===== config.mk =====
export PLATFORM = sky130hd
export DESIGN_NAME = wake_measure_ctrl
export DESIGN_NICKNAME = d
export VERILOG_FILES = /design/src/wake_meas_pkg.sv /design/src/wake_filter.sv /design/src/wake_pull.sv /design/src/wake_measure_ctrl.sv
export SDC_FILE = /design/constraint.sdc
export NUM_CORES = 1
export LEC_CHECK = 0
export BUFFER_PORTS_ARGS = -buffer_cell sky130_fd_sc_hd__buf_4
export CAP_MARGIN = 5
export CELL_PAD_IN_SITES_DETAIL_PLACEMENT = 1
export CELL_PAD_IN_SITES_GLOBAL_PLACEMENT = 1
export CORE_ASPECT_RATIO = 0.9
export CORE_MARGIN = 8
export CORE_UTILIZATION = 46
export CTS_CLUSTER_SIZE = 28
export DETAILED_ROUTE_END_ITERATION = 10
export PLACE_DENSITY = 0.86
export SLEW_MARGIN = 10
export SYNTH_ARGS = -nofsm -noshare
export SYNTH_HDL_FRONTEND = slang
export SYNTH_HIERARCHICAL = 1
export SYNTH_SLANG_ARGS = --single-unit

===== constraint.sdc =====
create_clock -name mclk -period 3.05 [get_ports mclk]
set_clock_uncertainty 0.05 [all_clocks]
set_input_delay 0.305 -clock mclk [delete_from_list [all_inputs] [get_ports mclk]]
set_output_delay 0.305 -clock mclk [all_outputs]
set_load 0.05 [all_outputs]

===== src/wake_meas_pkg.sv =====
// shared constants and types of the wake input measurement block
package wake_meas_pkg;

  // ---------------------------------------------------------------------------
  // clock and filter timing
  // ---------------------------------------------------------------------------
  localparam int unsigned CLK_PERIOD_NS        = 20;
  localparam int unsigned FILTER_TIME_SHORT_US = 16;
  localparam int unsigned FILTER_TIME_LONG_US  = 64;
  localparam int unsigned FILT_CNT_W           = 12;
  // least times round up to whole cycles
  localparam logic [FILT_CNT_W-1:0] FILTER_SHORT_CYC =
    FILT_CNT_W'((FILTER_TIME_SHORT_US * 1000 + CLK_PERIOD_NS - 1) / CLK_PERIOD_NS);
  localparam logic [FILT_CNT_W-1:0] FILTER_LONG_CYC =
    FILT_CNT_W'((FILTER_TIME_LONG_US * 1000 + CLK_PERIOD_NS - 1) / CLK_PERIOD_NS);

  // ---------------------------------------------------------------------------
  // register port and map
  // ---------------------------------------------------------------------------
  localparam int unsigned ADDR_W   = 8;
  localparam int unsigned DATA_W   = 8;
  localparam int unsigned NUM_PINS = 3;
  localparam logic [ADDR_W-1:0] ADDR_CTRL       = 8'h00;
  localparam logic [ADDR_W-1:0] ADDR_PULL       = 8'h04;
  localparam logic [ADDR_W-1:0] ADDR_FILTER     = 8'h08;
  localparam logic [ADDR_W-1:0] ADDR_WAKE_EN    = 8'h0c;
  localparam logic [ADDR_W-1:0] ADDR_WAKE_STAT  = 8'h10;
  localparam logic [ADDR_W-1:0] ADDR_LEVEL_STAT = 8'h14;
  localparam logic [ADDR_W-1:0] ADDR_EVENT_STAT = 8'h18;
  localparam logic [ADDR_W-1:0] ADDR_EVENT_MASK = 8'h1c;

  // field positions and reset values
  localparam int unsigned CTRL_MEAS_BIT   = 0;
  localparam int unsigned EVT_FAULT_BIT   = 3;
  localparam logic [2:0]  MEAS_PIN_MASK   = 3'h3;
  localparam logic        MEAS_RST        = 1'b0;
  localparam logic [5:0]  PULL_RST        = 6'h00;
  localparam logic [5:0]  FILTER_RST      = 6'h00;
  localparam logic [2:0]  WAKE_EN_RST     = 3'h0;
  localparam logic [3:0]  EVENT_MASK_RST  = 4'h0;

  // pull configuration codes
  localparam logic [1:0] PULL_NONE = 2'h0;
  localparam logic [1:0] PULL_DOWN = 2'h1;
  localparam logic [1:0] PULL_UP   = 2'h2;
  localparam logic [1:0] PULL_AUTO = 2'h3;

  // filter configuration codes
  localparam logic [1:0] FLT_STATIC_SHORT = 2'h0;
  localparam logic [1:0] FLT_STATIC_LONG  = 2'h1;
  localparam logic [1:0] FLT_CYCLIC_T1    = 2'h2;
  localparam logic [1:0] FLT_CYCLIC_T2    = 2'h3;

  // operating mode from the device-mode controller
  typedef enum logic [2:0] {
    MODE_INIT,
    MODE_NORMAL,
    MODE_STOP,
    MODE_SLEEP,
    MODE_RESTART,
    MODE_FAILSAFE
  } op_mode_t;

endpackage


===== src/wake_filter.sv =====
// glitch filter for one wake comparator input
`timescale 1ns/1ns
`default_nettype none
module wake_filter (
  input  wire logic                              mclk,      // system clock
  input  wire logic                              resetn,    // sync reset, low
  input  wire logic                              level_in,  // comparator level
  input  wire logic                              sample_en, // sensing active
  input  wire logic [wake_meas_pkg::FILT_CNT_W-1:0] limit,  // filter cycles
  output logic                                   level_o,   // accepted level
  output logic                                   edge_o     // accepted change
);
  import wake_meas_pkg::*;

  typedef struct packed {
    logic                  lvl;
    logic [FILT_CNT_W-1:0] cnt;
    logic                  edg;
  } filt_state_t;

  filt_state_t s_q;
  filt_state_t s_d;

  // ---------------------------------------------------------------------------
  // restart interval on each crossing, accept only after a steady interval
  // ---------------------------------------------------------------------------
  always_comb begin
    s_d     = s_q;
    s_d.edg = 1'b0;
    if (!sample_en || level_in == s_q.lvl) begin
      s_d.cnt = '0;
    end else if (s_q.cnt == limit - FILT_CNT_W'(1)) begin
      s_d.lvl = level_in;
      s_d.cnt = '0;
      s_d.edg = 1'b1;
    end else begin
      s_d.cnt = s_q.cnt + FILT_CNT_W'(1);
    end
  end

  // state register
  always_ff @(posedge mclk) begin
    if (!resetn) begin
      s_q <= '0;
    end else begin
      s_q <= s_d;
    end
  end

  assign level_o = s_q.lvl;
  assign edge_o  = s_q.edg;

  a_edge_after_hold : assert property (@(posedge mclk) disable iff (!resetn)
    s_d.edg |-> (s_q.cnt == limit - FILT_CNT_W'(1)) && sample_en && level_in != s_q.lvl)
    else $error("filter accepted a change before the interval ran out");

endmodule
`default_nettype wire


===== src/wake_pull.sv =====
// pull current source selection for one wake pin
`timescale 1ns/1ns
`default_nettype none
module wake_pull (
  input  wire logic [1:0] pull_cfg,  // pull configuration field
  input  wire logic       level,     // accepted pin level
  input  wire logic       force_off, // measurement override
  output logic            pull_up,   // pull-up source on
  output logic            pull_down  // pull-down source on
);
  import wake_meas_pkg::*;

  // decode pull field, auto follows the level, override wins
  always_comb begin
    pull_up   = 1'b0;
    pull_down = 1'b0;
    if (!force_off) begin
      case (pull_cfg)
        PULL_DOWN: pull_down = 1'b1;
        PULL_UP:   pull_up   = 1'b1;
        PULL_AUTO: begin
          pull_up   = level;
          pull_down = ~level;
        end
        default: pull_up = 1'b0;
      endcase
    end
  end

endmodule
`default_nettype wire


===== src/wake_measure_ctrl.sv =====
// wake inputs with the alternate voltage measurement mode
//
// Behaviour
// - reset: measurement off, switch open
// - enable and normal mode close switch
// - any other mode keeps switch open
// - measurement forces pins one, two pulls off
// - measurement blocks pin one, two events
// - settings stay writable but are ignored
// - no status updates for gated pins
// - refused sleep sets fault, requests restart
// - no measurement: enabled pins may wake
// - short filter about 16 us
// - long filter about 64 us
// - filter restarts on each crossing
// - two-bit field selects filter and sensing
//
// Our own choices: the register addresses and the strobed register port.
`timescale 1ns/1ns
`default_nettype none
module wake_measure_ctrl (
  input  wire logic                            mclk,         // 50 MHz clock
  input  wire logic                            resetn,       // sync reset, low
  input  wire logic [wake_meas_pkg::ADDR_W-1:0] addr,        // register address
  input  wire logic [wake_meas_pkg::DATA_W-1:0] wdata,       // write data
  input  wire logic                            wr,           // write strobe
  input  wire logic                            rd,           // read strobe
  output logic      [wake_meas_pkg::DATA_W-1:0] rdata,       // read data, next cycle
  input  wire wake_meas_pkg::op_mode_t         op_mode,      // current device mode
  input  wire logic                            sleep_cmd,    // sleep request pulse
  input  wire logic [2:0]                      wake_in,      // comparator levels
  input  wire logic                            timer_one_on, // cyclic timer 1 on-time
  input  wire logic                            timer_two_on, // cyclic timer 2 on-time
  output logic                                 measure_pass_switch, // pin one to two
  output logic      [2:0]                      pull_up,      // pull-up sources
  output logic      [2:0]                      pull_down,    // pull-down sources
  output logic                                 wake_req,     // wake-up pulse
  output logic                                 sleep_go,     // sleep accepted pulse
  output logic                                 restart_req,  // restart pulse
  output logic                                 irq           // level interrupt
);
  import wake_meas_pkg::*;

  typedef struct packed {
    logic              meas;
    logic [5:0]        pull;
    logic [5:0]        flt;
    logic [2:0]        wen;
    logic [2:0]        wstat;
    logic [2:0]        lvl;
    logic [3:0]        evt;
    logic [3:0]        mask;
    logic [DATA_W-1:0] rdata;
    logic              wake;
    logic              sleep;
    logic              restart;
  } ctrl_state_t;

  ctrl_state_t s_q;
  ctrl_state_t s_d;

  logic [2:0] gate;
  logic [2:0] flt_level;
  logic [2:0] flt_edge;
  logic [2:0] edge_vis;
  logic [2:0] sample_en;
  logic [FILT_CNT_W-1:0] limit [NUM_PINS];

  // ---------------------------------------------------------------------------
  // filter field decoding
  // ---------------------------------------------------------------------------

  // only static long uses the long interval, all others use the short one
  function automatic logic [FILT_CNT_W-1:0] filter_limit(input logic [1:0] cfg);
    if (cfg == FLT_STATIC_LONG) begin
      filter_limit = FILTER_LONG_CYC;
    end else begin
      filter_limit = FILTER_SHORT_CYC;
    end
  endfunction

  // static sensing always samples, cyclic only during its timer on-time
  function automatic logic filter_sample(input logic [1:0] cfg, input logic t1,
                                         input logic t2);
    case (cfg)
      FLT_CYCLIC_T1: filter_sample = t1;
      FLT_CYCLIC_T2: filter_sample = t2;
      default:       filter_sample = 1'b1;
    endcase
  endfunction

  // ---------------------------------------------------------------------------
  // per pin filter and pull sources
  // ---------------------------------------------------------------------------
  genvar gi;
  generate
    for (gi = 0; gi < NUM_PINS; gi++) begin : g_pin
      // measurement touches pins one and two only
      assign gate[gi]      = s_q.meas & MEAS_PIN_MASK[gi];
      assign limit[gi]     = filter_limit(s_q.flt[2*gi +: 2]);
      assign sample_en[gi] = filter_sample(s_q.flt[2*gi +: 2], timer_one_on,
                                           timer_two_on) & ~gate[gi];
      // gated pins produce no events
      assign edge_vis[gi]  = flt_edge[gi] & ~gate[gi];

      wake_filter u_filter (
        .mclk      (mclk),
        .resetn    (resetn),
        .level_in  (wake_in[gi]),
        .sample_en (sample_en[gi]),
        .limit     (limit[gi]),
        .level_o   (flt_level[gi]),
        .edge_o    (flt_edge[gi])
      );

      wake_pull u_pull (
        .pull_cfg  (s_q.pull[2*gi +: 2]),
        .level     (flt_level[gi]),
        .force_off (gate[gi]),
        .pull_up   (pull_up[gi]),
        .pull_down (pull_down[gi])
      );
    end
  endgenerate

  // ---------------------------------------------------------------------------
  // registers, status and mode checks
  // ---------------------------------------------------------------------------
  always_comb begin
    s_d         = s_q;
    s_d.rdata   = '0;
    s_d.wake    = 1'b0;
    s_d.sleep   = 1'b0;
    s_d.restart = 1'b0;

    // software writes; pin settings always accepted
    if (wr) begin
      case (addr)
        ADDR_CTRL:       s_d.meas = wdata[CTRL_MEAS_BIT];
        ADDR_PULL:       s_d.pull = wdata[5:0];
        ADDR_FILTER:     s_d.flt  = wdata[5:0];
        ADDR_WAKE_EN:    s_d.wen  = wdata[2:0];
        ADDR_WAKE_STAT:  s_d.wstat = s_q.wstat & ~wdata[2:0];
        ADDR_EVENT_STAT: s_d.evt  = s_q.evt & ~wdata[3:0];
        ADDR_EVENT_MASK: s_d.mask = wdata[3:0];
        default:         s_d.mask = s_d.mask;
      endcase
    end

    // read mux, unmapped reads as zero
    if (rd) begin
      case (addr)
        ADDR_CTRL:       s_d.rdata = DATA_W'(s_q.meas);
        ADDR_PULL:       s_d.rdata = DATA_W'(s_q.pull);
        ADDR_FILTER:     s_d.rdata = DATA_W'(s_q.flt);
        ADDR_WAKE_EN:    s_d.rdata = DATA_W'(s_q.wen);
        ADDR_WAKE_STAT:  s_d.rdata = DATA_W'(s_q.wstat);
        ADDR_LEVEL_STAT: s_d.rdata = DATA_W'(s_q.lvl);
        ADDR_EVENT_STAT: s_d.rdata = DATA_W'(s_q.evt);
        ADDR_EVENT_MASK: s_d.rdata = DATA_W'(s_q.mask);
        default:         s_d.rdata = '0;
      endcase
    end

    // hardware sets after the clear so a coincident event wins
    for (int i = 0; i < NUM_PINS; i++) begin
      if (edge_vis[i] && s_q.wen[i]) begin
        s_d.wstat[i] = 1'b1;
        s_d.evt[i]   = 1'b1;
      end
    end

    // mode dependent level tracking and wake-up
    case (op_mode)
      MODE_NORMAL, MODE_STOP: begin
        for (int i = 0; i < NUM_PINS; i++) begin
          if (!gate[i]) begin
            s_d.lvl[i] = flt_level[i];
          end
        end
      end
      MODE_SLEEP, MODE_FAILSAFE: begin
        s_d.wake = |(edge_vis & s_q.wen);
      end
      default: s_d.wake = 1'b0;
    endcase

    // sleep with only the gated pins as wake sources is refused
    if (sleep_cmd) begin
      if (s_q.meas && |(s_q.wen & MEAS_PIN_MASK) && !(|(s_q.wen & ~MEAS_PIN_MASK))) begin
        s_d.evt[EVT_FAULT_BIT] = 1'b1;
        s_d.restart            = 1'b1;
      end else begin
        s_d.sleep = 1'b1;
      end
    end
  end

  // state register, everything off out of reset
  always_ff @(posedge mclk) begin
    if (!resetn) begin
      s_q      <= '0;
      s_q.meas <= MEAS_RST;
      s_q.pull <= PULL_RST;
      s_q.flt  <= FILTER_RST;
      s_q.wen  <= WAKE_EN_RST;
      s_q.mask <= EVENT_MASK_RST;
    end else begin
      s_q <= s_d;
    end
  end

  // ---------------------------------------------------------------------------
  // outputs
  // ---------------------------------------------------------------------------

  // switch follows the mode input directly, no register delay
  assign measure_pass_switch = s_q.meas && (op_mode == MODE_NORMAL);
  assign rdata       = s_q.rdata;
  assign wake_req    = s_q.wake;
  assign sleep_go    = s_q.sleep;
  assign restart_req = s_q.restart;
  assign irq         = |(s_q.evt & s_q.mask);

  // ---------------------------------------------------------------------------
  // assertions
  // ---------------------------------------------------------------------------
  a_reset_meas_off : assert property (@(posedge mclk)
    !resetn |=> !s_q.meas && !measure_pass_switch)
    else $error("measurement not off after reset");

  a_switch_closes : assert property (@(posedge mclk) disable iff (!resetn)
    (wr && addr == ADDR_CTRL && wdata[CTRL_MEAS_BIT]) ##1 (op_mode == MODE_NORMAL)
      |-> measure_pass_switch)
    else $error("switch open in normal mode with measurement on");

  a_switch_other_mode : assert property (@(posedge mclk) disable iff (!resetn)
    (op_mode != MODE_NORMAL) |-> !measure_pass_switch)
    else $error("switch closed outside normal mode");

  a_switch_follows : assert property (@(posedge mclk) disable iff (!resetn)
    (measure_pass_switch ##1 op_mode != MODE_NORMAL) |-> !measure_pass_switch)
    else $error("switch late to open on leaving normal mode");

  a_pulls_forced_off : assert property (@(posedge mclk) disable iff (!resetn)
    s_q.meas |-> (pull_up[1:0] == 2'h0) && (pull_down[1:0] == 2'h0))
    else $error("pull source active during measurement");

  a_status_frozen : assert property (@(posedge mclk) disable iff (!resetn)
    (s_q.meas && !(wr && addr == ADDR_CTRL)) |=>
      (s_q.lvl[1:0] == $past(s_q.lvl[1:0])) &&
      ((s_q.wstat[1:0] & ~$past(s_q.wstat[1:0])) == 2'h0))
    else $error("gated pin status updated during measurement");

  a_sleep_refused : assert property (@(posedge mclk) disable iff (!resetn)
    (sleep_cmd && s_q.meas && s_q.wen[2:0] inside {3'h1, 3'h2, 3'h3}) |=>
      restart_req && !sleep_go && s_q.evt[EVT_FAULT_BIT])
    else $error("refused sleep not flagged");

  a_wake_allowed : assert property (@(posedge mclk) disable iff (!resetn)
    (op_mode == MODE_SLEEP && flt_edge[0] && s_q.wen[0] && !s_q.meas) |=> wake_req)
    else $error("enabled pin one did not wake");

  a_pin3_unaffected : assert property (@(posedge mclk) disable iff (!resetn)
    (op_mode inside {MODE_SLEEP, MODE_FAILSAFE} && flt_edge[2] && s_q.wen[2]) |=> wake_req)
    else $error("third pin wake lost");

  a_filter_select : assert property (@(posedge mclk) disable iff (!resetn)
    (s_q.flt[1:0] == FLT_STATIC_LONG) |-> (limit[0] == FILTER_LONG_CYC))
    else $error("long filter not selected");

  // ---------------------------------------------------------------------------
  // further rule checks
  // ---------------------------------------------------------------------------
  a_switch_needs_meas : assert property (@(posedge mclk) disable iff (!resetn)
    !s_q.meas |-> !measure_pass_switch)
    else $error("switch closed with measurement off");

  a_gated_no_wake : assert property (@(posedge mclk) disable iff (!resetn)
    (s_q.meas && !flt_edge[2]) |=> !wake_req)
    else $error("gated pin produced a wake");

  // settings still land while gated
  a_pull_written : assert property (@(posedge mclk) disable iff (!resetn)
    (wr && addr == ADDR_PULL) |=> (s_q.pull == $past(wdata[5:0])))
    else $error("pull setting write lost");

  a_filter_written : assert property (@(posedge mclk) disable iff (!resetn)
    (wr && addr == ADDR_FILTER) |=> (s_q.flt == $past(wdata[5:0])))
    else $error("filter setting write lost");

  a_enable_written : assert property (@(posedge mclk) disable iff (!resetn)
    (wr && addr == ADDR_WAKE_EN) |=> (s_q.wen == $past(wdata[2:0])))
    else $error("wake enable write lost");

  a_level_tracks : assert property (@(posedge mclk) disable iff (!resetn)
    (op_mode == MODE_NORMAL && !s_q.meas) |=> (s_q.lvl[1:0] == $past(flt_level[1:0])))
    else $error("level status not tracking with measurement off");

  a_sleep_accepted : assert property (@(posedge mclk) disable iff (!resetn)
    (sleep_cmd && !s_q.meas) |=> (sleep_go && !restart_req))
    else $error("sleep refused with measurement off");

  a_fault_sticky : assert property (@(posedge mclk) disable iff (!resetn)
    (s_q.evt[EVT_FAULT_BIT] && !(wr && addr == ADDR_EVENT_STAT)) |=> s_q.evt[EVT_FAULT_BIT])
    else $error("fault flag lost without a clear");

  // wake pulses only from enabled edges in the low-power modes
  a_wake_only_low_power : assert property (@(posedge mclk) disable iff (!resetn)
    !(op_mode inside {MODE_SLEEP, MODE_FAILSAFE}) |=> !wake_req)
    else $error("wake pulse outside sleep or failsafe");

  a_wake_needs_enable : assert property (@(posedge mclk) disable iff (!resetn)
    !(|(flt_edge & s_q.wen)) |=> !wake_req)
    else $error("wake pulse without an enabled edge");

  a_short_select : assert property (@(posedge mclk) disable iff (!resetn)
    (s_q.flt[1:0] != FLT_STATIC_LONG) |-> (limit[0] == FILTER_SHORT_CYC))
    else $error("short filter not selected");

  // third pin keeps its own behaviour
  a_pin3_pull_kept : assert property (@(posedge mclk) disable iff (!resetn)
    (s_q.pull[5:4] == PULL_DOWN) |-> (pull_down[2] && !pull_up[2]))
    else $error("third pin pull setting not applied");

  a_pin3_level : assert property (@(posedge mclk) disable iff (!resetn)
    (op_mode == MODE_NORMAL) |=> (s_q.lvl[2] == $past(flt_level[2])))
    else $error("third pin level status not tracking");

  c_level_frozen : cover property (@(posedge mclk) disable iff (!resetn)
    s_q.meas && op_mode == MODE_NORMAL && flt_level[0] != wake_in[0]);

  c_switch_closed : cover property (@(posedge mclk) disable iff (!resetn)
    measure_pass_switch);
  c_sleep_refused : cover property (@(posedge mclk) disable iff (!resetn)
    restart_req);
  c_wake_up : cover property (@(posedge mclk) disable iff (!resetn)
    wake_req);
  c_irq_raised : cover property (@(posedge mclk) disable iff (!resetn)
    irq);

endmodule
`default_nettype wire


==> summary.md, run 1 <==
| Metric | Value |
|---|---|
| Outcome | `finished, final reports clean` |
| Fmax | `about 360 MHz` |
| Antenna Nets Post-Route | `0` |
| Post-synthesis simple-gate area fraction | `a little over a quarter` |
| CP bufs+invs | `2` |
| Final #Nets | `about 750` |
| Num rows | `36` |
| Die Y | `around 120 um` |
| Top post-synthesis cells by area | `dfxtp_1, xor2_1, xnor2_1` |
| GRT Resource Usage Total | `roughly 19%` |
| Power Density | `between 300 and 400 nW/um^2` |
| CP Data Required Time | `~3.2 ns` |
| IO Port Bufs | `between 40 and 50` |
| Max Root-Sink Buffers | `2` |
| Post-synthesis compound-gate area fraction | `14.7%` |
| Post-synth top area cell | `dfxtp_1` |
| Post-Route Setup TNS | `0 ns` |
| Syn_area_per_cell | `8.63 um^2` |
| Final slew viol count | `0` |
| First-pass GRT wire length | `around 23000 um` |
| DR WL/cell | `16.6 um` |
| Largest family of logic cells by synthesized area | `simple AND/OR/NAND/NOR gates` |
| Initial Utilization | `a little under half` |
| Fin crit period | `roughly 2.8 ns` |
| Setup Viol. Count Final | `0` |
| Overflow after GRT | `0` |
| Mapped Area | `between 5000 and 6000 um^2` |
| Crit-path max cell delay | `roughly 0.47 ns` |
| Clock sinks | `81` |
| Setup bufs post-CTS | `0` |
| Total number of vias | `4628` |
| Post-DP HPWL | `around 11000 um` |
| Clock-pin transition on the worst setup and hold timing paths | `approximately 0.07 ns` |
| Largest net degree at the start of global routing | `44` |
| Root Driver | `clkbuf_16` |
| Hold Path Class | `input pin to register` |
| Yosys warning count | `6` |
| Die Wd | `around 130 um` |
| CTS buffer count | `9` |
| Tcrit/Tclk final | `91.4%` |
| Dpl cell area | `around 5800 um^2` |
| CP endpoint kind | `register` |
| Final Cell Area | `between 6000 and 7000 um^2` |
| Sequential element share of the synthesized area | `32.1%` |
| Max cap viols | `0` |
| Layout cell share with drive strength beyond 1 | `14.7%` |
| # DRC | `0` |
| Antenna diodes | `0` |
| Cell Chain, Critical Path | `nand2b_2 > inv_1 > or4_4 > o21ai_0 > a32o_1 > o211ai_2 > o31ai_2 > buf_4 > nor2_1` |
| Initial drt markers | `about 340` |
| Worst setup SP type | `register` |
| Final hold viol count | `0` |
| Post-synth EDFFs | `0` |
| CTS H-tree lvls | `3` |
| Top FF cell, synth | `dfxtp_1` |
| Leakage power | `approximately 2.5 nW` |
| Clk_lat worst skew | `about 0.35 ns` |
| Via-per-instance ratio | `between 5 and 6` |
| Worst R2R Setup Slack | `about 0.26 ns` |
| Flops & latches, synth | `81` |
| CTS tree | `yes` |
| Drt total wl | `14000 um` |
| Crit-path slowest cell | `or4_4` |
| Synth Area in XOR/XNOR | `a little under an eighth` |
| Initial antenna violation count | `0` |
| # IOs | `48` |
| First-pass iteration count of the detailed router | `4` |
| Mux contribution to synthesized area | `about 6.5%` |
| Worst-margin pin slew | `~0.7 ns` |
| Ys async rst share | `0%` |
| CP max FO | `12` |
| Peak supply drop | `~320 uV` |
| Core Area | `10800 um^2` |
| Final Power | `~2.3 mW` |
| Die area | `~15000 um^2` |
| GPL Wtd Cong | `just over 0.8` |
| Cell class contributing the biggest share of worst-path delay | `compound AO/OA/AOI/OAI gates` |
| Number of global-route vias before repair | `approximately 4900` |
| Synth top area share | `roughly a third` |
| Mapped Cells | `585` |
| Synth unique cells | `63` |
| Slew HR | `just over 50%` |
| CP Class | `register to register` |
| RSZ-0062 raised after global routing | `no` |
| CP arrival | `around 3.0 ns` |
| Layout area overhead | `20.1%` |
| Synth Area in Adders | `approximately 1.5%` |
-- worst reg2reg max path: stages (launching register included) --
cell and delay [ns]:
dfxtp_1 0.39, nand2b_2 0.24, inv_1 0.18, or4_4 0.47, o21ai_0 0.30, a32o_1 0.23, o211ai_2 0.15, o31ai_2 0.34
buf_4 0.25, nor2_1 0.08
-- flip-flops by register name, summed over array words and instances, names as in the netlist --
signal and count:
g_pin.u_filter/s_q 36, s_q 29, rdata 6, g_pin.u_filter/edge_o 3
g_pin.u_filter/level_o 3, gate 1, restart_req 1, sleep_go 1
wake_req 1
-- cells in the mapped netlist (all sizes together), types with 3 or more instances --
master	count
a21boi	3
a41oi	7
a32o	3
o31ai	9
nand3b	5
mux2	3
nor4b	8
nor2	50
and3	19
xor2	35
a22oi	4
a311o	6
buf	19
ha	6
or4	6
o21a	3
and2	8
nor3b	5
dfxtp	81
o21ai	11
nor3	17
nand4	7
xnor2	34
clkbuf	6
nand2b	12
nor4	18
inv	31
a21oi	22
o211ai	3
o211a	3
a21o	6
nand3	28
nand2	44
mux2i	25
a2111oi	4
or3	5
or3b	4
a211oi	6
nand4b	3
-- per-layer routing --
layer,up-vias,part of all wire (%),track usage (%)
li1,2267,-,-
met5,-,0,0
met2,90,51,35.7
met1,2250,42,21.7
met3,21,4.8,5.24
met4,0,1.5,5.76
-- final cells by class --
cell class                      instances  area, um^2
Clock buffer                            9         225
Inverter                               31         116
Clock inverter                          5        58.8
Multi-Input combinational cell        535        3490
Tap cell                              133         166
Sequential cell                        81        1620
Timing Repair Buffer                   52         390
Fill cell                            1312        4700
-- power by group --
group | total (mW) | leakage (nW) | internal [mW] | switching, mW
Clock | 1.06 | 0.133 | 0.624 | 0.437
Sequential | 1.07 | 0.653 | 1.06 | 0.00488
Combinational | 0.208 | 1.74 | 0.0782 | 0.130
-- cell families after synthesis --
| logic type | Yosys count |
|---|---|
| AOI/OAI and AO/OA | 97 |
| xor gates and xnor gates | 69 |
| adders and majority gates | 6 |
| buffers and inverters | 56 |
| DFF | 81 |
| muxes | 30 |
| other | 1 |
| and+or+nand+nor | 245 |
-- stage by stage --
step	setup slack [ns]	hold slack, ns	utilization (%)	std cells
2_1_floorplan	0.234	0.377	-	672
5_1_grt	0.0977	0.164	56.4	846
6_report	0.262	0.162	56.4	846
3_3_place_gp	0.215	0.399	53.5	832
3_5_place_dp	0.0863	0.416	53.5	832
4_1_cts	0.00321	0.151	56.1	846
-- repair_timing --
action,CTS,global route
gates resized for setup,0,5
hold buffers,0,0
setup endpoints to repair,0,31
-- path summary, 6_finish.rpt --
| path | startpoint | to | depth (start not counted) |
|---|---|---|---|
| max | s_q[33]$_SDFFE_PN0P_ | g_pin[2].u_filter/s_q[7]$_SDFF_PP0_ | 9 |
| min reg2reg | g_pin[0].u_filter/s_q[1]$_SDFF_PP0_ | g_pin[0].u_filter/s_q[1]$_SDFF_PP0_ | 1 |
| min | sleep_cmd | sleep_go$_SDFF_PN0_ | 2 |
| max reg2reg | s_q[33]$_SDFFE_PN0P_ | g_pin[2].u_filter/s_q[7]$_SDFF_PP0_ | 9 |
-- cells in the final DEF (no fill, tap or decap), types with 4 or more instances in the layout --
cell       netlist  final
a21oi_1         22     22
nor2_2           4      4
nand4_1          7      7
mux2i_1         25     25
nor3_1          17     17
clkbuf_16        0      9
nand2b_1        12     10
a21o_1           6      6
a311o_1          6      6
ha_1             6      6
a22oi_1          4      4
o31ai_1          6      6
and3_1          19     19
xor2_1          35     35
nand2_1         44     44
and2_1           5      5
o21ai_0         11     11
nand3b_1         5      5
dfxtp_1         81     81
a41oi_1          7      7
or4_4            6      6
buf_4            9     52
nor3b_1          4      4
a2111oi_0        4      4
nand3_1         26     26
xnor2_1         34     34
conb_1           1     88
nor2_1          46     46
nor4_1          18     17
inv_1           31     31
nor4b_1          7      6
(Power assumes the default switching activity.)
==> run 2, diff against run 1 <==
- CORE_UTILIZATION: 46 -> 47
- CTS_BUF_LIST: not set -> sky130_fd_sc_hd__clkbuf_2 sky130_fd_sc_hd__clkbuf_4 sky130_fd_sc_hd__clkbuf_8
- PLACE_DENSITY: 0.86 -> 0.88
==> run 2 against run 1 <==
Effect of this change: combinational power barely moved; sequential cell count did not move; first-iteration DRC count fell by 24%; clock power fell by 34%; cell count did not move; fmax rose by 1.2%; total power fell by 15%; largest power group unchanged.
==> summary.md, run 2 (synthesis results as in run 1) <==
| Metric | Value |
|---|---|
| Outcome | `finished, final reports clean` |
| Finished Layout Cells | `846 (unchanged)` |
| CP endpoint kind | `register` |
| Clk_lat worst skew | `0.37 ns (+0.02 ns)` |
| Final slew viol count | `0 (unchanged)` |
| Max Root-Sink Buffers | `2 (unchanged)` |
| Largest net degree at the start of global routing | `44 (unchanged)` |
| # DRC | `0 (unchanged)` |
| Max cap viols | `0 (unchanged)` |
| Die Y | `114 um (-0.92%)` |
| CP Class | `register to register` |
| Multi-input logic area | `3470 um^2 (-0.43%)` |
| Most frequent cells in the layout | `conb_1, dfxtp_1, buf_4` |
| CP Launch Point | `s_q[31]$_SDFFE_PN0P_` |
| Drt total wl | `14200 um (+1.1%)` |
| Setup bufs post-CTS | `0 (unchanged)` |
| Max reg flops | `36 (unchanged)` |
| Worst setup SP type | `register` |
| Number of global-route vias before repair | `4830 (-0.58%)` |
| Die Wd | `125 um (-0.93%)` |
| Antenna Nets Post-Route | `0 (unchanged)` |
| Fill cell count | `1350 (+2.9%)` |
| CTS tree | `yes` |
| DR WL/cell | `16.8 um (+1.1%)` |
| Core Area | `10600 um^2 (-1.3%)` |
| Peak supply drop | `347 uV (+7.6%)` |
| CTS buffer count | `9 (unchanged)` |
| Die area | `14300 um^2 (-1.8%)` |
| CTS H-tree lvls | `3 (unchanged)` |
| Storage element area | `1620 um^2 (unchanged)` |
| CP arrival | `3.01 ns (+0.04 ns)` |
| Hold Path Class | `input pin to register` |
| Post-Route Setup TNS | `0 ns (unchanged)` |
| CP max FO | `11 (-1)` |
| R2R Path Start | `s_q[31]$_SDFFE_PN0P_` |
| Dpl cell area | `5750 um^2 (-0.13%)` |
| Initial antenna violation count | `0 (unchanged)` |
| Slew HR | `49.2% (-2.6 points)` |
| First-pass iteration count of the detailed router | `5 (+1)` |
| # placed instances | `831 (-0.12%)` |
| Worst-margin pin slew | `0.743 ns (+0.0386 ns)` |
| Final #Nets | `744 (-0.13%)` |
| Antenna diodes | `0 (unchanged)` |
| Register name with the most flops | `g_pin.u_filter/s_q` |
| Power Density | `334 nW/um^2 (-13%)` |
| CP Data Required Time | `3.30 ns (+0.07 ns)` |
| Clock sinks | `81 (unchanged)` |
| GRT Resource Usage Total | `20.2% (+0.76 points)` |
| Post-DP HPWL | `10700 um (+0.99%)` |
| Num rows | `36 (unchanged)` |
| Via-per-instance ratio | `5.47 (unchanged)` |
| Root Driver | `clkbuf_8` |
| # IOs | `48 (unchanged)` |
| RSZ-0062 raised after global routing | `no` |
| Initial drt markers | `261 (-24%)` |
| Post-cts sizing count | `0 (unchanged)` |
| Min-delay src | `wdata[2]` |
| First-pass GRT wire length | `23700 um (+3.0%)` |
| Tcrit/Tclk final | `90.3% (-1.1 points)` |
| Setup Viol. Count Final | `0 (unchanged)` |
| Clock-pin transition on the worst setup and hold timing paths | `0.08 ns (about the same)` |
| Fin crit period | `2.75 ns (-0.0330 ns)` |
| Final Cell Area | `5930 um^2 (-2.3%)` |
| Leakage power | `2.47 nW (-2.4%)` |
| Total number of vias | `4628 (unchanged)` |
| Layout cell share with drive strength beyond 1 | `14.6% (-0.14 points)` |
| Layout area overhead | `17.3%` |
| Fmax | `363 MHz (+1.2%)` |
| Most common cell after layout, fill and taps aside | `conb_1` |
| Initial Utilization | `47.5% (+0.60 points)` |
| Hold_buf cts | `0 (unchanged)` |
| GPL Wtd Cong | `0.824 (+0.54%)` |
| IO Port Bufs | `43 (unchanged)` |
| Final hold viol count | `0 (unchanged)` |
| Overflow after GRT | `0 (unchanged)` |
==> run 2: changes by cell type in the layout (fill, tap and decap cells not counted), sizes merged <==
cell,previous run,this run
buf,52,51
bufinv,1,0
clkbuf,9,10
clkinv,2,3
==> run 2: cell type report <==
class	instances	share of cell area, %
multi-input combinational	535	58.6
inverter	31	1.96
tap	133	2.81
timing repair buffer	51	6.46
clock buffer	10	2.22
sequential	81	27.4
clock inverter	5	0.570
==> run 2: path summary, 6_finish.rpt <==
check	slack, ns	depth (start not counted)	to
worst max-delay path	0.30	8	g_pin[1].u_filter/level_o$_SDFFE_PN0P_
worst max register to register	0.30	8	g_pin[1].u_filter/level_o$_SDFFE_PN0P_
worst min-delay path	0.14	2	s_q[17]$_SDFFE_PN0P_
worst min register to register	0.44	1	g_pin[1].u_filter/s_q[1]$_SDFF_PP0_
==> run 2: power breakdown <==
| part | internal (mW) | switching (mW) | total [mW] |
|---|---|---|---|
| clock | 0.298 | 0.404 | 0.702 |
| sequential | 1.06 | 0.00504 | 1.07 |
| combinational | 0.0787 | 0.130 | 0.208 |
| total | 1.44 | 0.539 | 1.98 |
==> run 2: per-stage QoR <==
stage	setup WS [ns]	power [mW]	utilization, %	hold slack [ns]
after floorplan	0.234	1.23	-	0.377
after global placement	0.356	1.28	54.1	0.405
after detailed placement	0.128	1.29	54.1	0.420
after CTS	0.113	1.99	55.6	0.115
after global routing	0.0840	2.06	55.7	0.121
final	0.295	1.98	55.7	0.139
==> run 2: critical path, stage by stage, from the launching register on <==
cell	delay, ns
dfxtp_1	0.40
nand2b_2	0.27
inv_1	0.20
or4_4	0.48
o21ai_0	0.26
a32o_1	0.22
o211ai_2	0.13
nor4b_1	0.44
mux2i_1	0.23
==> run 2: per-layer routing <==
metal	GRT usage [%]	up-vias	routed length (um)
met1	22.9	2261	6020
li1	-	2271	-
met2	37.3	79	7360
met4	4.86	0	217
met5	0	-	0
met3	5.26	17	581
